### src/inc/psr_defs.svh
`ifndef PSR_DEFS_SVH
`define PSR_DEFS_SVH

// register indices; byte address is four times the index
`define PSR_IDX_DRV_LO 16'hfa74
`define PSR_IDX_DRV_HI 16'hfa75
`define PSR_IDX_SLEW 16'hfa76
`define PSR_IDX_RGMII 16'hfa78
`define PSR_IDX_STRAP_LO 16'hfa80
`define PSR_IDX_STRAP_HI 16'hfa81

// reset values
`define PSR_RST_DRV_LO 15'h7fff
`define PSR_RST_DRV_HI 15'h0000
`define PSR_RST_SLEW 16'h0000
`define PSR_RST_RGMII 12'h000

// field layout
`define PSR_G2_SUPPLY 15
`define PSR_RG_TX_PU 11
`define PSR_RG_TX_PD 10
`define PSR_RG_RX_PU 9
`define PSR_RG_RX_PD 8
`define PSR_RG_TX_VOL 5
`define PSR_RG_RX_VOL 4
`define PSR_RG_TXD_SLOW 3
`define PSR_RG_TXC_SLOW 2
`define PSR_RG_RXD_SLOW 1
`define PSR_RG_RXC_SLOW 0
`define PSR_RG_MASK 12'hf3f

// bus responses
`define PSR_RESP_OKAY 2'b00
`define PSR_RESP_SLVERR 2'b10

`endif

### src/inc/psr_pkg.sv
package psr_pkg;

   typedef enum logic [1:0]
   {
      PSR_ST_SYNC1 = 2'b00,
      PSR_ST_SYNC2 = 2'b01,
      PSR_ST_CAPT = 2'b10,
      PSR_ST_RUN = 2'b11
   } psr_strap_state_t;

   typedef enum logic [2:0]
   {
      PSR_SEL_NONE = 3'b000,
      PSR_SEL_DRV_LO = 3'b001,
      PSR_SEL_DRV_HI = 3'b010,
      PSR_SEL_SLEW = 3'b011,
      PSR_SEL_RGMII = 3'b100,
      PSR_SEL_STRAP_LO = 3'b101,
      PSR_SEL_STRAP_HI = 3'b110
   } psr_sel_t;

endpackage : psr_pkg

### src/psr_sync.sv
`timescale 1ns/100ps
`default_nettype none

module psr_sync
#(
   parameter int W = 1
)
(
   // clock and reset
   input wire logic clk_i,
   input wire logic nrst_i,
   // data
   input wire logic [W-1:0] async_i,
   output logic [W-1:0] sync_o
);

   logic [W-1:0] meta_ff;
   logic [W-1:0] sync_ff;

   genvar gi;
   generate
      for (gi = 0; gi < W; gi++)
      begin : g_bit
         always_ff @(posedge clk_i or negedge nrst_i)
         begin
            if (!nrst_i)
            begin
               meta_ff[gi] <= 1'b0;
               sync_ff[gi] <= 1'b0;
            end
            else
            begin
               meta_ff[gi] <= async_i[gi];
               sync_ff[gi] <= meta_ff[gi];
            end
         end
      end
   endgenerate

   assign sync_o = sync_ff;

endmodule : psr_sync

`default_nettype wire

### src/psr_regs.sv
// The AXI4-Lite slave port is this design's own decision.
`timescale 1ns/100ps
`default_nettype none
`include "psr_defs.svh"

module psr_regs
   import psr_pkg::*;
#(
   parameter int ADDR_W = 18,
   parameter int G2_PINS = 15,
   parameter int STRAP_LO_W = 14,
   parameter int STRAP_HI_W = 15
)
(
   // clock and resets
   input wire logic clk_i,
   input wire logic nrst_i,
   input wire logic soft_rst_i,
   // axi4-lite write address
   input wire logic [ADDR_W-1:0] s_axi_awaddr_i,
   input wire logic [2:0] s_axi_awprot_i,
   input wire logic s_axi_awvalid_i,
   output logic s_axi_awready_o,
   // axi4-lite write data
   input wire logic [31:0] s_axi_wdata_i,
   input wire logic [3:0] s_axi_wstrb_i,
   input wire logic s_axi_wvalid_i,
   output logic s_axi_wready_o,
   // axi4-lite write response
   output logic [1:0] s_axi_bresp_o,
   output logic s_axi_bvalid_o,
   input wire logic s_axi_bready_i,
   // axi4-lite read address
   input wire logic [ADDR_W-1:0] s_axi_araddr_i,
   input wire logic [2:0] s_axi_arprot_i,
   input wire logic s_axi_arvalid_i,
   output logic s_axi_arready_o,
   // axi4-lite read data
   output logic [31:0] s_axi_rdata_o,
   output logic [1:0] s_axi_rresp_o,
   output logic s_axi_rvalid_o,
   input wire logic s_axi_rready_i,
   // strap pins
   input wire logic [STRAP_LO_W-1:0] strap_lo_pins_i,
   input wire logic [STRAP_HI_W-1:0] strap_hi_pins_i,
   // group-two pad controls
   output logic [G2_PINS-1:0] group2_drive_strength_lo_o,
   output logic [G2_PINS-1:0] group2_drive_strength_hi_o,
   output logic [G2_PINS-1:0] group_two_pin_bits_fast_o,
   output logic group_supply_select_o,
   // rgmii pad controls
   output logic tx_pullup_enable_o,
   output logic tx_pulldown_enable_o,
   output logic rx_pullup_enable_o,
   output logic rx_pulldown_enable_o,
   output logic tx_supply_select_o,
   output logic rx_supply_select_o,
   output logic tx_data_slow_slew_o,
   output logic tx_clock_slow_slew_o,
   output logic rx_data_slow_slew_o,
   output logic rx_clock_slow_slew_o,
   // captured straps
   output logic [STRAP_LO_W-1:0] strap_bits_lo_o,
   output logic [STRAP_HI_W-1:0] strap_bits_hi_o
);

   function automatic psr_sel_t decode(input logic [ADDR_W-1:0] addr);
      logic [15:0] idx;
      idx = 16'(addr[ADDR_W-1:2]);
      case (idx)
         `PSR_IDX_DRV_LO: decode = PSR_SEL_DRV_LO;
         `PSR_IDX_DRV_HI: decode = PSR_SEL_DRV_HI;
         `PSR_IDX_SLEW: decode = PSR_SEL_SLEW;
         `PSR_IDX_RGMII: decode = PSR_SEL_RGMII;
         `PSR_IDX_STRAP_LO: decode = PSR_SEL_STRAP_LO;
         `PSR_IDX_STRAP_HI: decode = PSR_SEL_STRAP_HI;
         default: decode = PSR_SEL_NONE;
      endcase
   endfunction : decode

   // merges the two low byte lanes; registers are 16 bits at most
   function automatic logic [15:0] merge(input logic [15:0] old, input logic [31:0] wd,
                                         input logic [3:0] strb);
      logic [15:0] res;
      res = old;
      if (strb[0])
      begin
         res[7:0] = wd[7:0];
      end
      if (strb[1])
      begin
         res[15:8] = wd[15:8];
      end
      merge = res;
   endfunction : merge

   // bus state
   logic aw_held_ff;
   logic [ADDR_W-1:0] aw_addr_ff;
   logic w_held_ff;
   logic [31:0] w_data_ff;
   logic [3:0] w_strb_ff;
   logic awready_ff;
   logic wready_ff;
   logic bvalid_ff;
   logic [1:0] bresp_ff;
   logic arready_ff;
   logic rvalid_ff;
   logic [31:0] rdata_ff;
   logic [1:0] rresp_ff;
   logic nxt_aw_held;
   logic nxt_w_held;
   logic nxt_rvalid;
   logic wr_fire;
   logic rd_take;
   psr_sel_t wr_sel;
   psr_sel_t rd_sel;

   // register contents
   logic [G2_PINS-1:0] drv_lo_ff;
   logic [G2_PINS-1:0] drv_hi_ff;
   logic [15:0] slew_ff;
   logic [11:0] rgmii_ff;
   logic [STRAP_LO_W-1:0] strap_lo_ff;
   logic [STRAP_HI_W-1:0] strap_hi_ff;
   logic [STRAP_LO_W-1:0] strap_lo_sync;
   logic [STRAP_HI_W-1:0] strap_hi_sync;
   psr_strap_state_t state_ff;
   psr_strap_state_t nxt_state;
   logic [15:0] rd_word;

   assign wr_fire = aw_held_ff && w_held_ff && !bvalid_ff;
   assign rd_take = s_axi_arvalid_i && arready_ff;
   assign wr_sel = decode(aw_addr_ff);
   assign rd_sel = decode(s_axi_araddr_i);

   always_comb
   begin
      nxt_aw_held = aw_held_ff;
      nxt_w_held = w_held_ff;
      nxt_rvalid = rvalid_ff;
      if (s_axi_awvalid_i && awready_ff)
      begin
         nxt_aw_held = 1'b1;
      end
      else if (wr_fire)
      begin
         nxt_aw_held = 1'b0;
      end
      if (s_axi_wvalid_i && wready_ff)
      begin
         nxt_w_held = 1'b1;
      end
      else if (wr_fire)
      begin
         nxt_w_held = 1'b0;
      end
      if (rd_take)
      begin
         nxt_rvalid = 1'b1;
      end
      else if (s_axi_rready_i)
      begin
         nxt_rvalid = 1'b0;
      end
   end

   // address and data may arrive in either order; each is parked until both are here
   always_ff @(posedge clk_i or negedge nrst_i)
   begin
      if (!nrst_i)
      begin
         aw_held_ff <= 1'b0;
         w_held_ff <= 1'b0;
         awready_ff <= 1'b0;
         wready_ff <= 1'b0;
         aw_addr_ff <= '0;
         w_data_ff <= 32'h0000_0000;
         w_strb_ff <= 4'h0;
      end
      else
      begin
         aw_held_ff <= nxt_aw_held;
         w_held_ff <= nxt_w_held;
         awready_ff <= !nxt_aw_held;
         wready_ff <= !nxt_w_held;
         if (s_axi_awvalid_i && awready_ff)
         begin
            aw_addr_ff <= s_axi_awaddr_i;
         end
         if (s_axi_wvalid_i && wready_ff)
         begin
            w_data_ff <= s_axi_wdata_i;
            w_strb_ff <= s_axi_wstrb_i;
         end
      end
   end

   always_ff @(posedge clk_i or negedge nrst_i)
   begin
      if (!nrst_i)
      begin
         bvalid_ff <= 1'b0;
         bresp_ff <= `PSR_RESP_OKAY;
      end
      else if (wr_fire)
      begin
         bvalid_ff <= 1'b1;
         bresp_ff <= (wr_sel == PSR_SEL_NONE) ? `PSR_RESP_SLVERR : `PSR_RESP_OKAY;
      end
      else if (s_axi_bready_i)
      begin
         bvalid_ff <= 1'b0;
      end
   end

   // configuration registers; software reset loads their reset values like the hardware reset
   always_ff @(posedge clk_i or negedge nrst_i)
   begin
      if (!nrst_i)
      begin
         drv_lo_ff <= `PSR_RST_DRV_LO;
         drv_hi_ff <= `PSR_RST_DRV_HI;
         slew_ff <= `PSR_RST_SLEW;
         rgmii_ff <= `PSR_RST_RGMII;
      end
      else if (soft_rst_i)
      begin
         drv_lo_ff <= `PSR_RST_DRV_LO;
         drv_hi_ff <= `PSR_RST_DRV_HI;
         slew_ff <= `PSR_RST_SLEW;
         rgmii_ff <= `PSR_RST_RGMII;
      end
      else if (wr_fire)
      begin
         case (wr_sel)
            PSR_SEL_DRV_LO: drv_lo_ff <= G2_PINS'(merge(16'(drv_lo_ff), w_data_ff, w_strb_ff));
            PSR_SEL_DRV_HI: drv_hi_ff <= G2_PINS'(merge(16'(drv_hi_ff), w_data_ff, w_strb_ff));
            PSR_SEL_SLEW: slew_ff <= merge(slew_ff, w_data_ff, w_strb_ff);
            PSR_SEL_RGMII: rgmii_ff <= 12'(merge(16'(rgmii_ff), w_data_ff, w_strb_ff)) & `PSR_RG_MASK;
            default:
            begin
               drv_lo_ff <= drv_lo_ff;
            end
         endcase
      end
   end

   psr_sync #(.W(STRAP_LO_W)) u_sync_lo
   (
      .clk_i(clk_i),
      .nrst_i(nrst_i),
      .async_i(strap_lo_pins_i),
      .sync_o(strap_lo_sync)
   );

   psr_sync #(.W(STRAP_HI_W)) u_sync_hi
   (
      .clk_i(clk_i),
      .nrst_i(nrst_i),
      .async_i(strap_hi_pins_i),
      .sync_o(strap_hi_sync)
   );

   // the pins need two edges through the synchroniser before they are taken
   always_comb
   begin
      case (state_ff)
         PSR_ST_SYNC1: nxt_state = PSR_ST_SYNC2;
         PSR_ST_SYNC2: nxt_state = PSR_ST_CAPT;
         PSR_ST_CAPT: nxt_state = PSR_ST_RUN;
         PSR_ST_RUN: nxt_state = PSR_ST_RUN;
         default: nxt_state = PSR_ST_SYNC1;
      endcase
   end

   always_ff @(posedge clk_i or negedge nrst_i)
   begin
      if (!nrst_i)
      begin
         state_ff <= PSR_ST_SYNC1;
      end
      else
      begin
         state_ff <= nxt_state;
      end
   end

   // straps ignore soft_rst_i on purpose; only the hardware reset release reloads them
   always_ff @(posedge clk_i or negedge nrst_i)
   begin
      if (!nrst_i)
      begin
         strap_lo_ff <= '0;
         strap_hi_ff <= '0;
      end
      else if (state_ff == PSR_ST_CAPT)
      begin
         strap_lo_ff <= strap_lo_sync;
         strap_hi_ff <= strap_hi_sync;
      end
      else if (wr_fire && wr_sel == PSR_SEL_STRAP_LO)
      begin
         strap_lo_ff <= STRAP_LO_W'(merge(16'(strap_lo_ff), w_data_ff, w_strb_ff));
      end
      else if (wr_fire && wr_sel == PSR_SEL_STRAP_HI)
      begin
         strap_hi_ff <= STRAP_HI_W'(merge(16'(strap_hi_ff), w_data_ff, w_strb_ff));
      end
   end

   always_comb
   begin
      case (rd_sel)
         PSR_SEL_DRV_LO: rd_word = 16'(drv_lo_ff);
         PSR_SEL_DRV_HI: rd_word = 16'(drv_hi_ff);
         PSR_SEL_SLEW: rd_word = slew_ff;
         PSR_SEL_RGMII: rd_word = 16'(rgmii_ff);
         PSR_SEL_STRAP_LO: rd_word = 16'(strap_lo_ff);
         PSR_SEL_STRAP_HI: rd_word = 16'(strap_hi_ff);
         default: rd_word = 16'h0000;
      endcase
   end

   always_ff @(posedge clk_i or negedge nrst_i)
   begin
      if (!nrst_i)
      begin
         arready_ff <= 1'b0;
         rvalid_ff <= 1'b0;
         rdata_ff <= 32'h0000_0000;
         rresp_ff <= `PSR_RESP_OKAY;
      end
      else
      begin
         arready_ff <= !nxt_rvalid;
         rvalid_ff <= nxt_rvalid;
         if (rd_take)
         begin
            rdata_ff <= {16'h0000, rd_word};
            rresp_ff <= (rd_sel == PSR_SEL_NONE) ? `PSR_RESP_SLVERR : `PSR_RESP_OKAY;
         end
      end
   end

   assign s_axi_awready_o = awready_ff;
   assign s_axi_wready_o = wready_ff;
   assign s_axi_bvalid_o = bvalid_ff;
   assign s_axi_bresp_o = bresp_ff;
   assign s_axi_arready_o = arready_ff;
   assign s_axi_rvalid_o = rvalid_ff;
   assign s_axi_rdata_o = rdata_ff;
   assign s_axi_rresp_o = rresp_ff;

   // pad controls are the register flip-flops themselves
   assign group2_drive_strength_lo_o = drv_lo_ff;
   assign group2_drive_strength_hi_o = drv_hi_ff;
   assign group_two_pin_bits_fast_o = slew_ff[G2_PINS-1:0];
   assign group_supply_select_o = slew_ff[`PSR_G2_SUPPLY];
   assign tx_pullup_enable_o = rgmii_ff[`PSR_RG_TX_PU];
   assign tx_pulldown_enable_o = rgmii_ff[`PSR_RG_TX_PD];
   assign rx_pullup_enable_o = rgmii_ff[`PSR_RG_RX_PU];
   assign rx_pulldown_enable_o = rgmii_ff[`PSR_RG_RX_PD];
   assign tx_supply_select_o = rgmii_ff[`PSR_RG_TX_VOL];
   assign rx_supply_select_o = rgmii_ff[`PSR_RG_RX_VOL];
   assign tx_data_slow_slew_o = rgmii_ff[`PSR_RG_TXD_SLOW];
   assign tx_clock_slow_slew_o = rgmii_ff[`PSR_RG_TXC_SLOW];
   assign rx_data_slow_slew_o = rgmii_ff[`PSR_RG_RXD_SLOW];
   assign rx_clock_slow_slew_o = rgmii_ff[`PSR_RG_RXC_SLOW];
   assign strap_bits_lo_o = strap_lo_ff;
   assign strap_bits_hi_o = strap_hi_ff;

   cfg_soft_clear_a:
      assert property (@(posedge clk_i) disable iff (!nrst_i)
         soft_rst_i |=> (drv_hi_ff == 15'h0000) && (slew_ff == 16'h0000) && (rgmii_ff == 12'h000))
      else $error("config registers not cleared by reset");

   drive_lo_ones_a:
      assert property (@(posedge clk_i) disable iff (!nrst_i)
         soft_rst_i |=> group2_drive_strength_lo_o == 15'h7fff)
      else $error("lower drive bits not all ones after reset");

   strap_capture_a:
      assert property (@(posedge clk_i) disable iff (!nrst_i)
         (state_ff == PSR_ST_CAPT) |=> (strap_bits_lo_o == $past(strap_lo_sync))
                                        && (strap_bits_hi_o == $past(strap_hi_sync)))
      else $error("strap pins not captured");

   strap_keep_a:
      assert property (@(posedge clk_i) disable iff (!nrst_i)
         (state_ff == PSR_ST_RUN && !wr_fire) |=> $stable(strap_lo_ff) && $stable(strap_hi_ff))
      else $error("strap register changed without write");

   g2_supply_write_a:
      assert property (@(posedge clk_i) disable iff (!nrst_i)
         (wr_fire && wr_sel == PSR_SEL_SLEW && w_strb_ff[1] && !soft_rst_i)
         |=> group_supply_select_o == $past(w_data_ff[15]))
      else $error("group supply select not written");

   tx_pull_write_a:
      assert property (@(posedge clk_i) disable iff (!nrst_i)
         (wr_fire && wr_sel == PSR_SEL_RGMII && w_strb_ff[1] && !soft_rst_i)
         |=> tx_pullup_enable_o == $past(w_data_ff[11]) && tx_pulldown_enable_o == $past(w_data_ff[10]))
      else $error("tx pull enables not written");

   rgmii_slew_write_a:
      assert property (@(posedge clk_i) disable iff (!nrst_i)
         (wr_fire && wr_sel == PSR_SEL_RGMII && w_strb_ff[0] && !soft_rst_i)
         |=> {tx_data_slow_slew_o, tx_clock_slow_slew_o, rx_data_slow_slew_o, rx_clock_slow_slew_o}
             == $past(w_data_ff[3:0]))
      else $error("rgmii slew bits not written");

   rsvd_read_zero_a:
      assert property (@(posedge clk_i) disable iff (!nrst_i)
         (rd_take && rd_sel == PSR_SEL_RGMII) |=> (s_axi_rdata_o & 32'hffff_f0c0) == 32'h0000_0000)
      else $error("reserved bits not zero");

   write_resp_a:
      assert property (@(posedge clk_i) disable iff (!nrst_i)
         wr_fire |=> s_axi_bvalid_o ##0 (s_axi_bresp_o == `PSR_RESP_OKAY) == ($past(wr_sel) != PSR_SEL_NONE))
      else $error("write response wrong");

endmodule : psr_regs

`default_nettype wire

### config.mk
export PLATFORM = sky130hd
export DESIGN_NAME = psr_regs
export DESIGN_NICKNAME = d
export VERILOG_FILES = /design/src/inc/psr_pkg.sv /design/src/psr_sync.sv /design/src/psr_regs.sv
export VERILOG_INCLUDE_DIRS = /design/src /design/src/inc
export SDC_FILE = /design/constraint.sdc
export NUM_CORES = 1
export LEC_CHECK = 0
export BUFFER_PORTS_ARGS = -buffer_cell sky130_fd_sc_hd__buf_2
export CAP_MARGIN = 10
export CORE_MARGIN = 3
export CORE_UTILIZATION = 55
export CTS_CLUSTER_DIAMETER = 60
export DETAILED_ROUTE_END_ITERATION = 8
export HOLD_SLACK_MARGIN = 0.02
export PLACE_DENSITY_LB_ADDON = 0.15
export SYNTH_ARGS = -nofsm -noshare
export SYNTH_HDL_FRONTEND = slang
export SYNTH_HIERARCHICAL = 1
export SYNTH_SLANG_ARGS = --single-unit
### constraint.sdc
create_clock -name clk_i -period 5.4 [get_ports clk_i]
set_input_delay 0.81 -clock clk_i [delete_from_list [all_inputs] [get_ports clk_i]]
set_output_delay 0.81 -clock clk_i [all_outputs]
set_load 0.05 [all_outputs]
# After elaboration in Yosys (flattened, before gate mapping)
# Index checks and enable logic that the tools add are counted.
# classes
eq_ne,28
muxes,37
reduce_logical,40
# op_table
cell,count
"16-bit == test, second input constant",12
15-bit 2-to-1 mux,9
16-bit case mux with 6 select lines,1
16-bit 2-to-1 mux,3
12-bit 2-to-1 mux,3
3-bit case mux with 6 select lines,2
3-bit AND reduction,10
14-bit 2-to-1 mux,2
2-bit nonzero test,12
"3-bit == test, second input constant",6
8-bit 2-to-1 mux,2
"3-bit by 2-bit == test with 1-bit output, second input constant",4
6-bit 2-to-1 mux,2
1-bit 2-to-1 mux,8
1-bit logical AND,7
7-bit 2-to-1 mux,1
"3-bit by 1-bit == test with 1-bit output, second input constant",2
3-bit logical NOT,2
2-bit case mux with 3 select lines,1
2-bit AND reduction,3
"2-bit == test, second input constant",2
1-bit logical NOT,4
2-bit 2-to-1 mux,2
4-bit 2-to-1 mux,1
4 further kinds,4
# totals
register_bits,210
inputBits,115
output_inout_bits,126
elab_cells,190

# Depth between registers and ports, before layout
# Gate-level depths: netlist of run 1.
# logic_depth
ltp_word,7
depth_mapped,6
ltp_nobuf,5

# Hierarchy
# Netlist of run 1, hierarchy kept.
# modules_own_cells
module,instances,cells_per_inst,area_per_inst_um2,seq_area_each_um2
psr_regs,1,629,6946.7,3672.3
psr_sync at u_sync_hi,1,30,750.7,750.7
psr_sync at u_sync_lo,1,28,700.7,700.7

# Worst setup path before layout of run 1
# OpenSTA, ideal clock, no wires.
# synth_path
path_kind,input port to flip-flop
startpoint,input s_axi_araddr_i[6]
endpoint,"register rdata_ff[10], in the netlist s_axi_rdata_o[10]"
setup_time_ns,0.082
t_arrival_ns,2.311
required_ns,5.318
path_slack_ns,3.007
stages,6
n_path_buf,1
cell_sequence,or4b_1 nor3_1 nor4b_4 buf_6 a22oi_1 a31oi_1
# synth_between
elab_chain_cells,4
word_cells_on_any_way,14
classes_between,12 x eq/ne; 2 x mux
# synth_lines
item,line_no,text
"start, declared",psr_regs.sv:34,"input wire logic [ADDR_W-1:0] s_axi_araddr_i,"
16-bit == test,psr_regs.sv:70,case (idx)
3-bit case mux with 6 select lines *,psr_regs.sv:70,
"3-bit == test, or another cell as far along",psr_regs.sv:314,case (rd_sel)
16-bit case mux with 6 select lines *,psr_regs.sv:314,
"end signal, assigned",psr_regs.sv:340,"rdata_ff <= {16'h0000, rd_word};"
"end, declared",psr_regs.sv:109,logic [31:0] rdata_ff;
# Mark *: on every way between the ends. The rest lies on a longest branch, timed or not.
# A chain may end at the register's enable or synchronous reset.

# Worst setup path in the final report of run 1
# layout_path
startpoint,input s_axi_araddr_i[6]
endpoint,"register rdata_ff[3], in the netlist s_axi_rdata_o[3]"
# The elaborated chain is that of the path after synthesis.

==> flow_summary.ini, run 1 <==
[cts]
ctsHtreeMaxLevel = 1
clkTransAtPathRegs_ns = 0.06
postCtsResizedCells = 0
cts-root-to-sink-buffers = 3
clock_latency_ns = 0.50
cts.root.buffer_cell = clkbuf_16
tritoncts = built
post-cts-setup-buffers = 0
cts-buffers-inserted = 21
post_cts_hold_buffer_count = 0
cts_sinks = 204

[setup_path]
worst_path_largest_cell_delay_ns = 0.81
crit_buf_inv = 1
required_ns = 5.82
worst_setup_path_end_kind = flop
path_max_fanout = 14
worst-path-stages = 6
timing.critical_path.max_delay_family = simple AND/OR/NAND/NOR gates
critical_path.cell_chain = buf_2 > or4b_1 > nor3_1 > nor4b_4 > a22oi_1 > a31oi_1
worst_setup_path_start_kind = primary input
critical_path_arrival_ns = 3.06
ff2ff_path_depth = 5
setup.worst_path.class = primary input to flop
cp_slowest_cell = nor4b_4

[timing]
final-setup-viol-count = 0
fin_crit_ns = 2.64
worst_pin_slew_ns = 1.05
max_freq_mhz = 379
report.final.hold_viol_count = 0
timing.hold.ws_ns = 0.342
max_transition_margin_pct = 30.0
worst_clock_skew_ns = 0.0186
slew_viol_final = 0
timing.setup.tns_ns = 0
layout_worst_path_cycle_share_pct = 48.9
grt_setup_unrepaired = false

[power_and_ir_drop]
power.static_leakage_uw = 0.00478
vdd.ir_drop.worst_v = 0.000264
cellPowerDensity_nw_per_um2 = 419

[route]
drt-initial-drc-count = 467
drt_pass1_iterations = 4
final_antenna_net_count = 0
detail_route.wirelength_mm = 20.9
detail_route.vias_per_cell = 5.64
wl_per_cell_um = 19.3
vias = 6078
residual_drc = 0

[yosys]
syn-mean-instance-area_um2 = 12.2
syn-cell-area_um2 = 8400
postSynthRegisterBits = 204
synth_cell_types = 51
synthFlopType = dfrtp_1
ys_async_sr_fraction_pct = 100
synth_cells = 687
synth_edf_count = 0
synth.yosys.warnings = 6
synth-seq-area-share_pct = 61.0

[placement]
finalWeightedCongestion = 0.897
place.detailed.hpwl_mm = 14.7
port_buffers = 194

[grt]
grt_first_pass_wirelength_mm = 31.9
first_global_vias = 5853
number_of_antenna_violations_at_the_first_check_in_global_routing = 1
grt_start_max_net_pins = 92
overflow = 0
grt_use_total_pct = 24.5

[floorplan]
placement_rows = 44
initial_cell_density_of_the_core_pct = 56.9
die_height_um = 130
chipWidth_um = 130
die_area_um2 = 16800
top_level_ports = 241
placeableCoreArea_um2 = 14800

[layout]
multi_input_combinational_cell_area_um2 = 3050
mostFrequentLayoutCell = buf_2
fillerInstances = 1070
register_area_um2 = 5120
layout.cells.most_common_list = buf_2 (193), dfrtp_1 (189), nor2_1 (91)
post_route_cells_drive_above_1_share_pct = 34.3
nets = 993
syn2layout_area_growth_pct = 21.5

[worst_hold_path]
timing.hold.worst.class = flop to flop
min_delay_path_depth = 0

[job]
max_cap_violations = 0

[status]
run_status = finished clean
state kept, by name (all words and copies together), names as in the netlist, 15 cells and up:
signal                      flops
strap_bits_hi_o                15
slew_ff                        16
s_axi_rdata_o                  16
u_sync_hi/sync_o               15
u_sync_hi/meta_ff              15
aw_addr_ff                     16
w_data_ff                      16
group2_drive_strength_hi_o     15
group2_drive_strength_lo_o     15
final timing paths:
path	startpoint	endpoint	slack, ns
setup / recovery	s_axi_araddr_i[6]	s_axi_rdata_o[3]$_DFFE_PN0P_	2.76
hold / removal	u_sync_lo/meta_ff[1]$_DFF_PN0_	u_sync_lo/sync_o[1]$_DFF_PN0_	0.34
setup reg to reg	aw_addr_ff[9]$_DFFE_PN0P_	slew_ff[8]$_DFFE_PN0P_	3.03
hold reg to reg	u_sync_lo/meta_ff[1]$_DFF_PN0_	u_sync_lo/sync_o[1]$_DFF_PN0_	0.34
max in group asynchronous	nrst_i	u_sync_hi/meta_ff[6]$_DFF_PN0_	3.76
min in group asynchronous	nrst_i	slew_ff[1]$_DFFE_PN0P_	0.36
final cells by class:
cell class | count | share of cell area (%)
clock inverters | 17 | 2.23
multi-input cells | 445 | 29.9
inverters | 7 | 0.258
flip-flops and latches | 204 | 50.2
clock buffers | 21 | 5.15
diodes | 1 | 0.0245
well taps | 184 | 2.26
repair buffers | 199 | 9.97
through the flow:
step / worst slack [ns] / cell area [um^2] / total power (uW) / utilization, % / std cells
final: 2.76 / 10200 / 4280 / 69.1 / 1078
after global routing: 2.63 / 10200 / 4450 / 69.1 / 1078
after CTS: 2.81 / 10200 / 4300 / 69.1 / 1077
after detailed placement: 2.28 / 9450 / 2740 / 64.0 / 1039
after global placement: 2.34 / 9450 / 2700 / 64.0 / 1039
after floorplan: 3.01 / 8460 / 2480 / - / 704
Yosys cell counts (2+ instances only):
master     count  area (um^2)
inv_1          7         26.3
nor4_4         4         85.1
and3_1         3         18.8
nand3_1        3         15.0
nand3b_1       3         22.5
dfrtp_1      189         4730
mux2_2        34          383
nor3_4         2         32.5
nor4_1         2         12.5
buf_4         18          135
nand2_1       27          101
a21oi_1       69          345
nor2_1        91          342
dfstp_2       15          394
clkbuf_1      24         90.1
a31oi_1       11         68.8
nand2b_1       3         18.8
nand4_1        2         12.5
o21ai_0       21          105
nand4bb_1      2         22.5
a22oi_1       14          105
and4_1         2         17.5
mux2i_1       75          751
buf_2          3         15.0
nand4_4        2         42.5
a211o_1       15          131
nor3_1         5         25.0
nor2b_1       16          100
buf_6          2         22.5
and4b_1        2         20.0
kinds of logic after synthesis:
family / Yosys count / synth area share [%]
other: 1 / 0.0447
DFF: 204 / 61.0
muxes: 109 / 13.5
buffers and inverters: 55 / 3.49
AOI/OAI and AO/OA: 132 / 9.19
and+or+nand+nor: 186 / 12.8
metal layers:
layer / vias up / GRT usage (%) / routed length (um)
met5: - / 0 / 0
met3: 36 / 4.74 / 1720
met2: 274 / 38.0 / 9680
li1: 2779 / - / -
met1: 2989 / 35.7 / 8990
met4: 0 / 7.52 / 471
where the power goes:
group	total (uW)	switching (uW)	internal, uW
Combinational	716	455	261
Clock	1560	598	958
Sequential	2010	269	1740
Power figures use the tool's default switching activity.
==> inputs of run 2 (changes only) <==
--- a/config.mk
+++ b/config.mk
@@ -9,7 +9,7 @@
 export BUFFER_PORTS_ARGS = -buffer_cell sky130_fd_sc_hd__buf_2
 export CAP_MARGIN = 10
 export CORE_MARGIN = 3
-export CORE_UTILIZATION = 55
+export CORE_UTILIZATION = 47
 export CTS_CLUSTER_DIAMETER = 60
 export DETAILED_ROUTE_END_ITERATION = 8
 export HOLD_SLACK_MARGIN = 0.02
==> constraint.sdc (replaced) <==
create_clock -name clk_i -period 2.2 [get_ports clk_i]
set_input_delay 0.33 -clock clk_i [delete_from_list [all_inputs] [get_ports clk_i]]
set_output_delay 0.33 -clock clk_i [all_outputs]
set_load 0.05 [all_outputs]
==> flow_summary.ini, run 2 (synthesized netlist as in run 1, its figures left out) <==
[placement]
dp.cells = 1100
finalWeightedCongestion = 0.893
place.detailed.hpwl_mm = 16.0
dpl_cell_area_um2 = 9710
port_buffers = 194

[status]
run_status = finished clean

[timing]
max_freq_mhz = 480
final-setup-viol-count = 0
grt_setup_unrepaired = false
report.final.hold_viol_count = 0
max_transition_margin_pct = 44.1
worst_clock_skew_ns = 0.0109
fin_crit_ns = 2.08
timing.setup.tns_ns = 0
worst_pin_slew_ns = 0.837
slew_viol_final = 0
layout_worst_path_cycle_share_pct = 94.6

[floorplan]
die_height_um = 140
chipWidth_um = 140
placeableCoreArea_um2 = 17400
die_area_um2 = 19500
top_level_ports = 241
initial_cell_density_of_the_core_pct = 48.2
placement_rows = 48

[grt]
grt_first_pass_wirelength_mm = 35.1
number_of_antenna_violations_at_the_first_check_in_global_routing = 1
grt_start_max_net_pins = 67
overflow = 0
grt_use_total_pct = 22.5
first_global_vias = 6367

[setup_path]
cp_slowest_cell = nor4_4
path_max_fanout = 9
critical_path_arrival_ns = 2.45
worst_path_largest_cell_delay_ns = 0.40
timing.critical_path.max_delay_family = simple AND/OR/NAND/NOR gates
setup.worst_path.class = flop to flop
critical_path.cell_chain = and4bb_4 > nand4_4 > nor4_4 > buf_4 > mux2i_1 > nor2_1
required_ns = 2.56
crit_buf_inv = 1
worst_setup_path_start_kind = flop
worst_setup_path_end_kind = flop

[route]
detail_route.wirelength_mm = 22.4
final_antenna_net_count = 0
wl_per_cell_um = 19.1
vias = 6187
residual_drc = 0
drt-initial-drc-count = 440
drt_pass1_iterations = 4
detail_route.vias_per_cell = 5.29

[cts]
ctsHtreeMaxLevel = 1
cts.root.buffer_cell = clkbuf_16
post_cts_hold_buffer_count = 31
postCtsResizedCells = 0
cts-buffers-inserted = 21
post-cts-setup-buffers = 0
cts-root-to-sink-buffers = 3
clkTransAtPathRegs_ns = 0.07
tritoncts = built
cts_sinks = 204
clock_latency_ns = 0.50

[worst_hold_path]
timing.hold.worst.class = primary input to flop

[job]
max_cap_violations = 0

[layout]
nets = 1044
final_cell_count_no_fill = 1169
layout.cells.most_common_list = buf_2 (193), dfrtp_1 (189), nor2_1 (91)
mostFrequentLayoutCell = buf_2
post_route_cells_drive_above_1_share_pct = 34.1
fillerInstances = 1458
design_area_um2 = 10700
syn2layout_area_growth_pct = 27.5

[power_and_ir_drop]
vdd.ir_drop.worst_v = 0.000640
cellPowerDensity_nw_per_um2 = 964
power.static_leakage_uw = 0.00498
## run 2: power breakdown
group          leakage, uW  internal, uW  switching [uW]  total (uW)
registers          0.00246          4260             698        4960
clock network     0.000323          2040            1480        3520
logic              0.00219           711            1130        1840
## run 2: metal layers
layer	share of wire [%]	GRT usage, %	routed length (um)
met2	46	35.6	10300
met1	43	31.0	9640
met5	0	0	0
met3	8.3	6.22	1870
met4	2.6	6.37	576
## run 2: layout make-up
class / instances / area [um^2] / share of cell area (%)
clock inverters: 12 / 131 / 1.23
flip-flops and latches: 204 / 5120 / 47.9
well taps: 225 / 282 / 2.63
multi-input cells: 445 / 3050 / 28.5
clock buffers: 25 / 551 / 5.14
diodes: 1 / 2.50 / 0.0234
inverters: 7 / 26.3 / 0.245
repair buffers: 250 / 1540 / 14.4
## run 2: worst reg2reg max path, cell delays in order (launching register included)
cell,delay [ns]
dfrtp_1,0.38
and4bb_4,0.39
nand4_4,0.27
nor4_4,0.40
buf_4,0.24
mux2i_1,0.20
nor2_1,0.07
## run 2: path summary, 6_finish.rpt
path,from,end,slack (ns),cells after the start
max in group asynchronous,nrst_i,group2_drive_strength_lo_o[12]$_DFFE_PN1P_,1.06,3
setup / recovery,aw_addr_ff[12]$_DFFE_PN0P_,group2_drive_strength_hi_o[8]$_DFFE_PN0P_,0.12,6
hold reg to reg,u_sync_hi/meta_ff[10]$_DFF_PN0_,u_sync_hi/sync_o[10]$_DFF_PN0_,0.35,0
setup reg to reg,aw_addr_ff[12]$_DFFE_PN0P_,group2_drive_strength_hi_o[8]$_DFFE_PN0P_,0.12,6
hold / removal,s_axi_rready_i,s_axi_rvalid_o$_DFF_PN0_,0.05,2
min in group asynchronous,nrst_i,w_data_ff[2]$_DFFE_PN0P_,0.38,2
## run 2: metrics by stage
stage | power [uW] | util, % | hold WS (ns) | worst slack (ns)
floorplan | 6080 | - | 0.0344 | 0.0255
global placement | 6720 | 55.7 | 0.332 | 0.0799
detailed placement | 6810 | 55.7 | 0.335 | -0.00258
CTS | 10400 | 61.4 | 0.0496 | 0.109
global route | 10800 | 61.5 | 0.0587 | 0.0122
finish | 10300 | 61.5 | 0.0549 | 0.118
==> inputs of run 3 (changes only) <==
--- a/config.mk
+++ b/config.mk
@@ -6,13 +6,15 @@
 export SDC_FILE = /design/constraint.sdc
 export NUM_CORES = 1
 export LEC_CHECK = 0
+export ABC_AREA = 1
 export BUFFER_PORTS_ARGS = -buffer_cell sky130_fd_sc_hd__buf_2
 export CAP_MARGIN = 10
 export CORE_MARGIN = 3
 export CORE_UTILIZATION = 47
 export CTS_CLUSTER_DIAMETER = 60
 export DETAILED_ROUTE_END_ITERATION = 8
-export HOLD_SLACK_MARGIN = 0.02
+export HOLD_SLACK_MARGIN = 0.03
+export MAX_ROUTING_LAYER = met4
 export PLACE_DENSITY_LB_ADDON = 0.15
 export SYNTH_ARGS = -nofsm -noshare
 export SYNTH_HDL_FRONTEND = slang
==> flow_summary.ini, run 3 <==
[power_and_ir_drop]
power.share.switching_pct = 42.8
netSwitchingPower_uw = 6380
vdd.ir_drop.worst_v = 0.00113
share_seq_of_total_power_pct = 38.9
p_clk_share_pct = 25.8
cellPowerDensity_nw_per_um2 = 1350
power.static_leakage_uw = 0.00568
p_int_uw = 8510
combinationalPowerShare_pct = 35.4

[route]
drt-initial-drc-count = 545
detail_route.vias_per_cell = 5.02
final_antenna_net_count = 0
residual_drc = 0
drt_pass1_iterations = 5
vias = 7268
detail_route.wirelength_mm = 23.9
wl_per_cell_um = 16.5

[timing]
final-setup-viol-count = 0
final.setup.worst_slack_ns = 0.419
timing.setup.tns_ns = 0
report.final.hold_viol_count = 0
timing.hold.ws_ns = 0.0618
max_freq_mhz = 561
fin_crit_ns = 1.78
worst_pin_slew_ns = 0.690
layout_worst_path_cycle_share_pct = 81.0
grt_setup_unrepaired = false
max_transition_margin_pct = 53.9
worst_clock_skew_ns = 0.00861
slew_viol_final = 0

[worst_hold_path]
min_from = s_axi_awaddr_i[4]
timing.hold.worst.class = primary input to flop
hold_path_end = aw_addr_ff[4]$_DFFE_PN0P_
min_delay_path_depth = 2

[yosys]
synthTopCellsByArea = dfrtp_1 (54%), nand2_1 (11%), nand3_1 (8.2%), nor2_1 (4.5%), dfstp_2 (4.5%)
ys_async_sr_fraction_pct = 100
yosysMostFrequentCell = nand2_1
synth_cells = 980
yosysTopAreaCell = dfrtp_1
syn-mean-instance-area_um2 = 9.01
synth.yosys.warnings = 6
synthFlopType = dfrtp_1
postSynthRegisterBits = 204
synth_cell_types = 28
synth_common_cells = nand2_1 (268), dfrtp_1 (189), nand3_1 (145)
synthDominantCellAreaShare_pct = 53.5
synth_edf_count = 0
syn-cell-area_um2 = 8830
synth-seq-area-share_pct = 58.0

[floorplan]
top_level_ports = 241
placeableCoreArea_um2 = 18200
initial_cell_density_of_the_core_pct = 48.5
chipWidth_um = 143
placement_rows = 49
die_area_um2 = 20500
die_height_um = 143

[setup_path]
worst_setup_path_end_kind = flop
origin_of_the_critical_flop_to_flop_path = aw_addr_ff[12]$_DFFE_PN0P_
rr_endpoint = strap_bits_hi_o[5]$_DFFE_PN0P_
ff2ff_path_depth = 8
worst_setup_path_start_kind = flop
worst-r2r-setup-slack_ns = 0.42
critical_path_arrival_ns = 2.17
required_ns = 2.59
path_max_fanout = 17
setup.worst_path.class = flop to flop

[grt]
first_global_vias = 6791
grt_use_total_pct = 24.2
grt_start_max_net_pins = 61
overflow = 0
number_of_antenna_violations_at_the_first_check_in_global_routing = 2
grt_first_pass_wirelength_mm = 37.4

[cts]
postCtsResizedCells = 0
clock_latency_ns = 0.50
cts-buffers-inserted = 22
cts.root.buffer_cell = clkbuf_16
post-cts-setup-buffers = 0
tritoncts = built
post_cts_hold_buffer_count = 31
clkTransAtPathRegs_ns = 0.06
ctsHtreeMaxLevel = 1
cts-root-to-sink-buffers = 3
cts_sinks = 204

[layout]
multi_input_combinational_cell_area_um2 = 3170
design_area_um2 = 11100
nets = 1318
fillerInstances = 1646
syn2layout_area_growth_pct = 25.2
mostFrequentLayoutCell = nand2_1
register_area_um2 = 5120
layout.cells.most_common_list = nand2_1 (268), buf_2 (193), dfrtp_1 (189)
postLayoutCoreUtil_pct = 60.7
post_route_cells_drive_above_1_share_pct = 26.5

[placement]
place.detailed.hpwl_mm = 17.8
dpl_worst_slack_ns = 0.424
dpl_cell_area_um2 = 9980
finalWeightedCongestion = 0.911
port_buffers = 194

[job]
max_cap_violations = 0

[status]
run_status = finished clean
-- run 3: worst max path at each step --
| stage | startpoint | slack [ns] | to | depth (start not counted) |
|---|---|---|---|---|
| 6_report | aw_addr_ff[12]$_DFFE_PN0P_ | 0.42 | strap_bits_hi_o[5]$_DFFE_PN0P_ | 8 |
| 5_1_grt | state_ff[0]$_DFF_PN0_ | 0.19 | strap_bits_lo_o[5]$_DFFE_PN0P_ | 6 |
| 4_1_cts | aw_addr_ff[12]$_DFFE_PN0P_ | 0.41 | strap_bits_hi_o[13]$_DFFE_PN0P_ | 8 |
| 3_5_place_dp | aw_addr_ff[12]$_DFFE_PN0P_ | 0.42 | strap_bits_hi_o[8]$_DFFE_PN0P_ | 8 |
| 3_3_place_gp | aw_addr_ff[12]$_DFFE_PN0P_ | 0.45 | strap_bits_hi_o[7]$_DFFE_PN0P_ | 8 |
| 2_1_floorplan | s_axi_bvalid_o$_DFFE_PN0P_ | 0.57 | group2_drive_strength_hi_o[12]$_DFFE_PN0P_ | 7 |
-- run 3: cell type report --
type / count / area share, %
diodes: 2 / 0.0453
clock buffers: 29 / 5.77
clock inverters: 9 / 1.12
inverters: 56 / 1.90
multi-input cells: 674 / 28.6
flip-flops and latches: 204 / 46.3
well taps: 229 / 2.59
repair buffers: 245 / 13.6
-- run 3: through the flow --
step | total power, uW | instances
2_1_floorplan | 9550 | 997
3_3_place_gp | 11000 | 1377
3_5_place_dp | 11100 | 1377
4_1_cts | 15000 | 1446
5_1_grt | 15700 | 1448
6_report | 14900 | 1448
-- run 3: metal layers --
layer / global-route usage [%] / vias up / routed length [um]
met5: - / - / 0
met4: 6.30 / 0 / 598
met3: 4.32 / 39 / 1930
met2: 35.5 / 285 / 10600
met1: 35.0 / 3363 / 10800
li1: - / 3581 / -
-- run 3: power groups by stage --
stage               logic [uW]  clock network (uW)  registers, uW
floorplan                 1770                   0           7780
global placement          5160                   0           5810
detailed placement        5250                   0           5820
CTS                       5300                3920           5770
global route              5700                4090           5910
finish                    5270                3840           5790
-- run 3: logic make-up (layout without fill, tap and decap cells) --
| logic type | Yosys count | in the layout | synth area share [%] |
|---|---|---|---|
| buffers and inverters | 119 | 339 | 6.96 |
| AND/OR/NAND/NOR | 545 | 545 | 26.7 |
| AO/OA/AOI/OAI | 96 | 96 | 6.37 |
| other | 1 | 20 | 0.0425 |
| multiplexers | 15 | 15 | 1.91 |
| flip-flops | 204 | 204 | 58.0 |
-- run 3: worst max-delay path: stages (launching register included) --
cell	delay [ns]
dfrtp_1	0.36
inv_1	0.07
nand4_1	0.14
nor2_4	0.19
nand2_2	0.11
o21ai_4	0.40
nand2_2	0.23
nand2_1	0.12
nand2_1	0.05
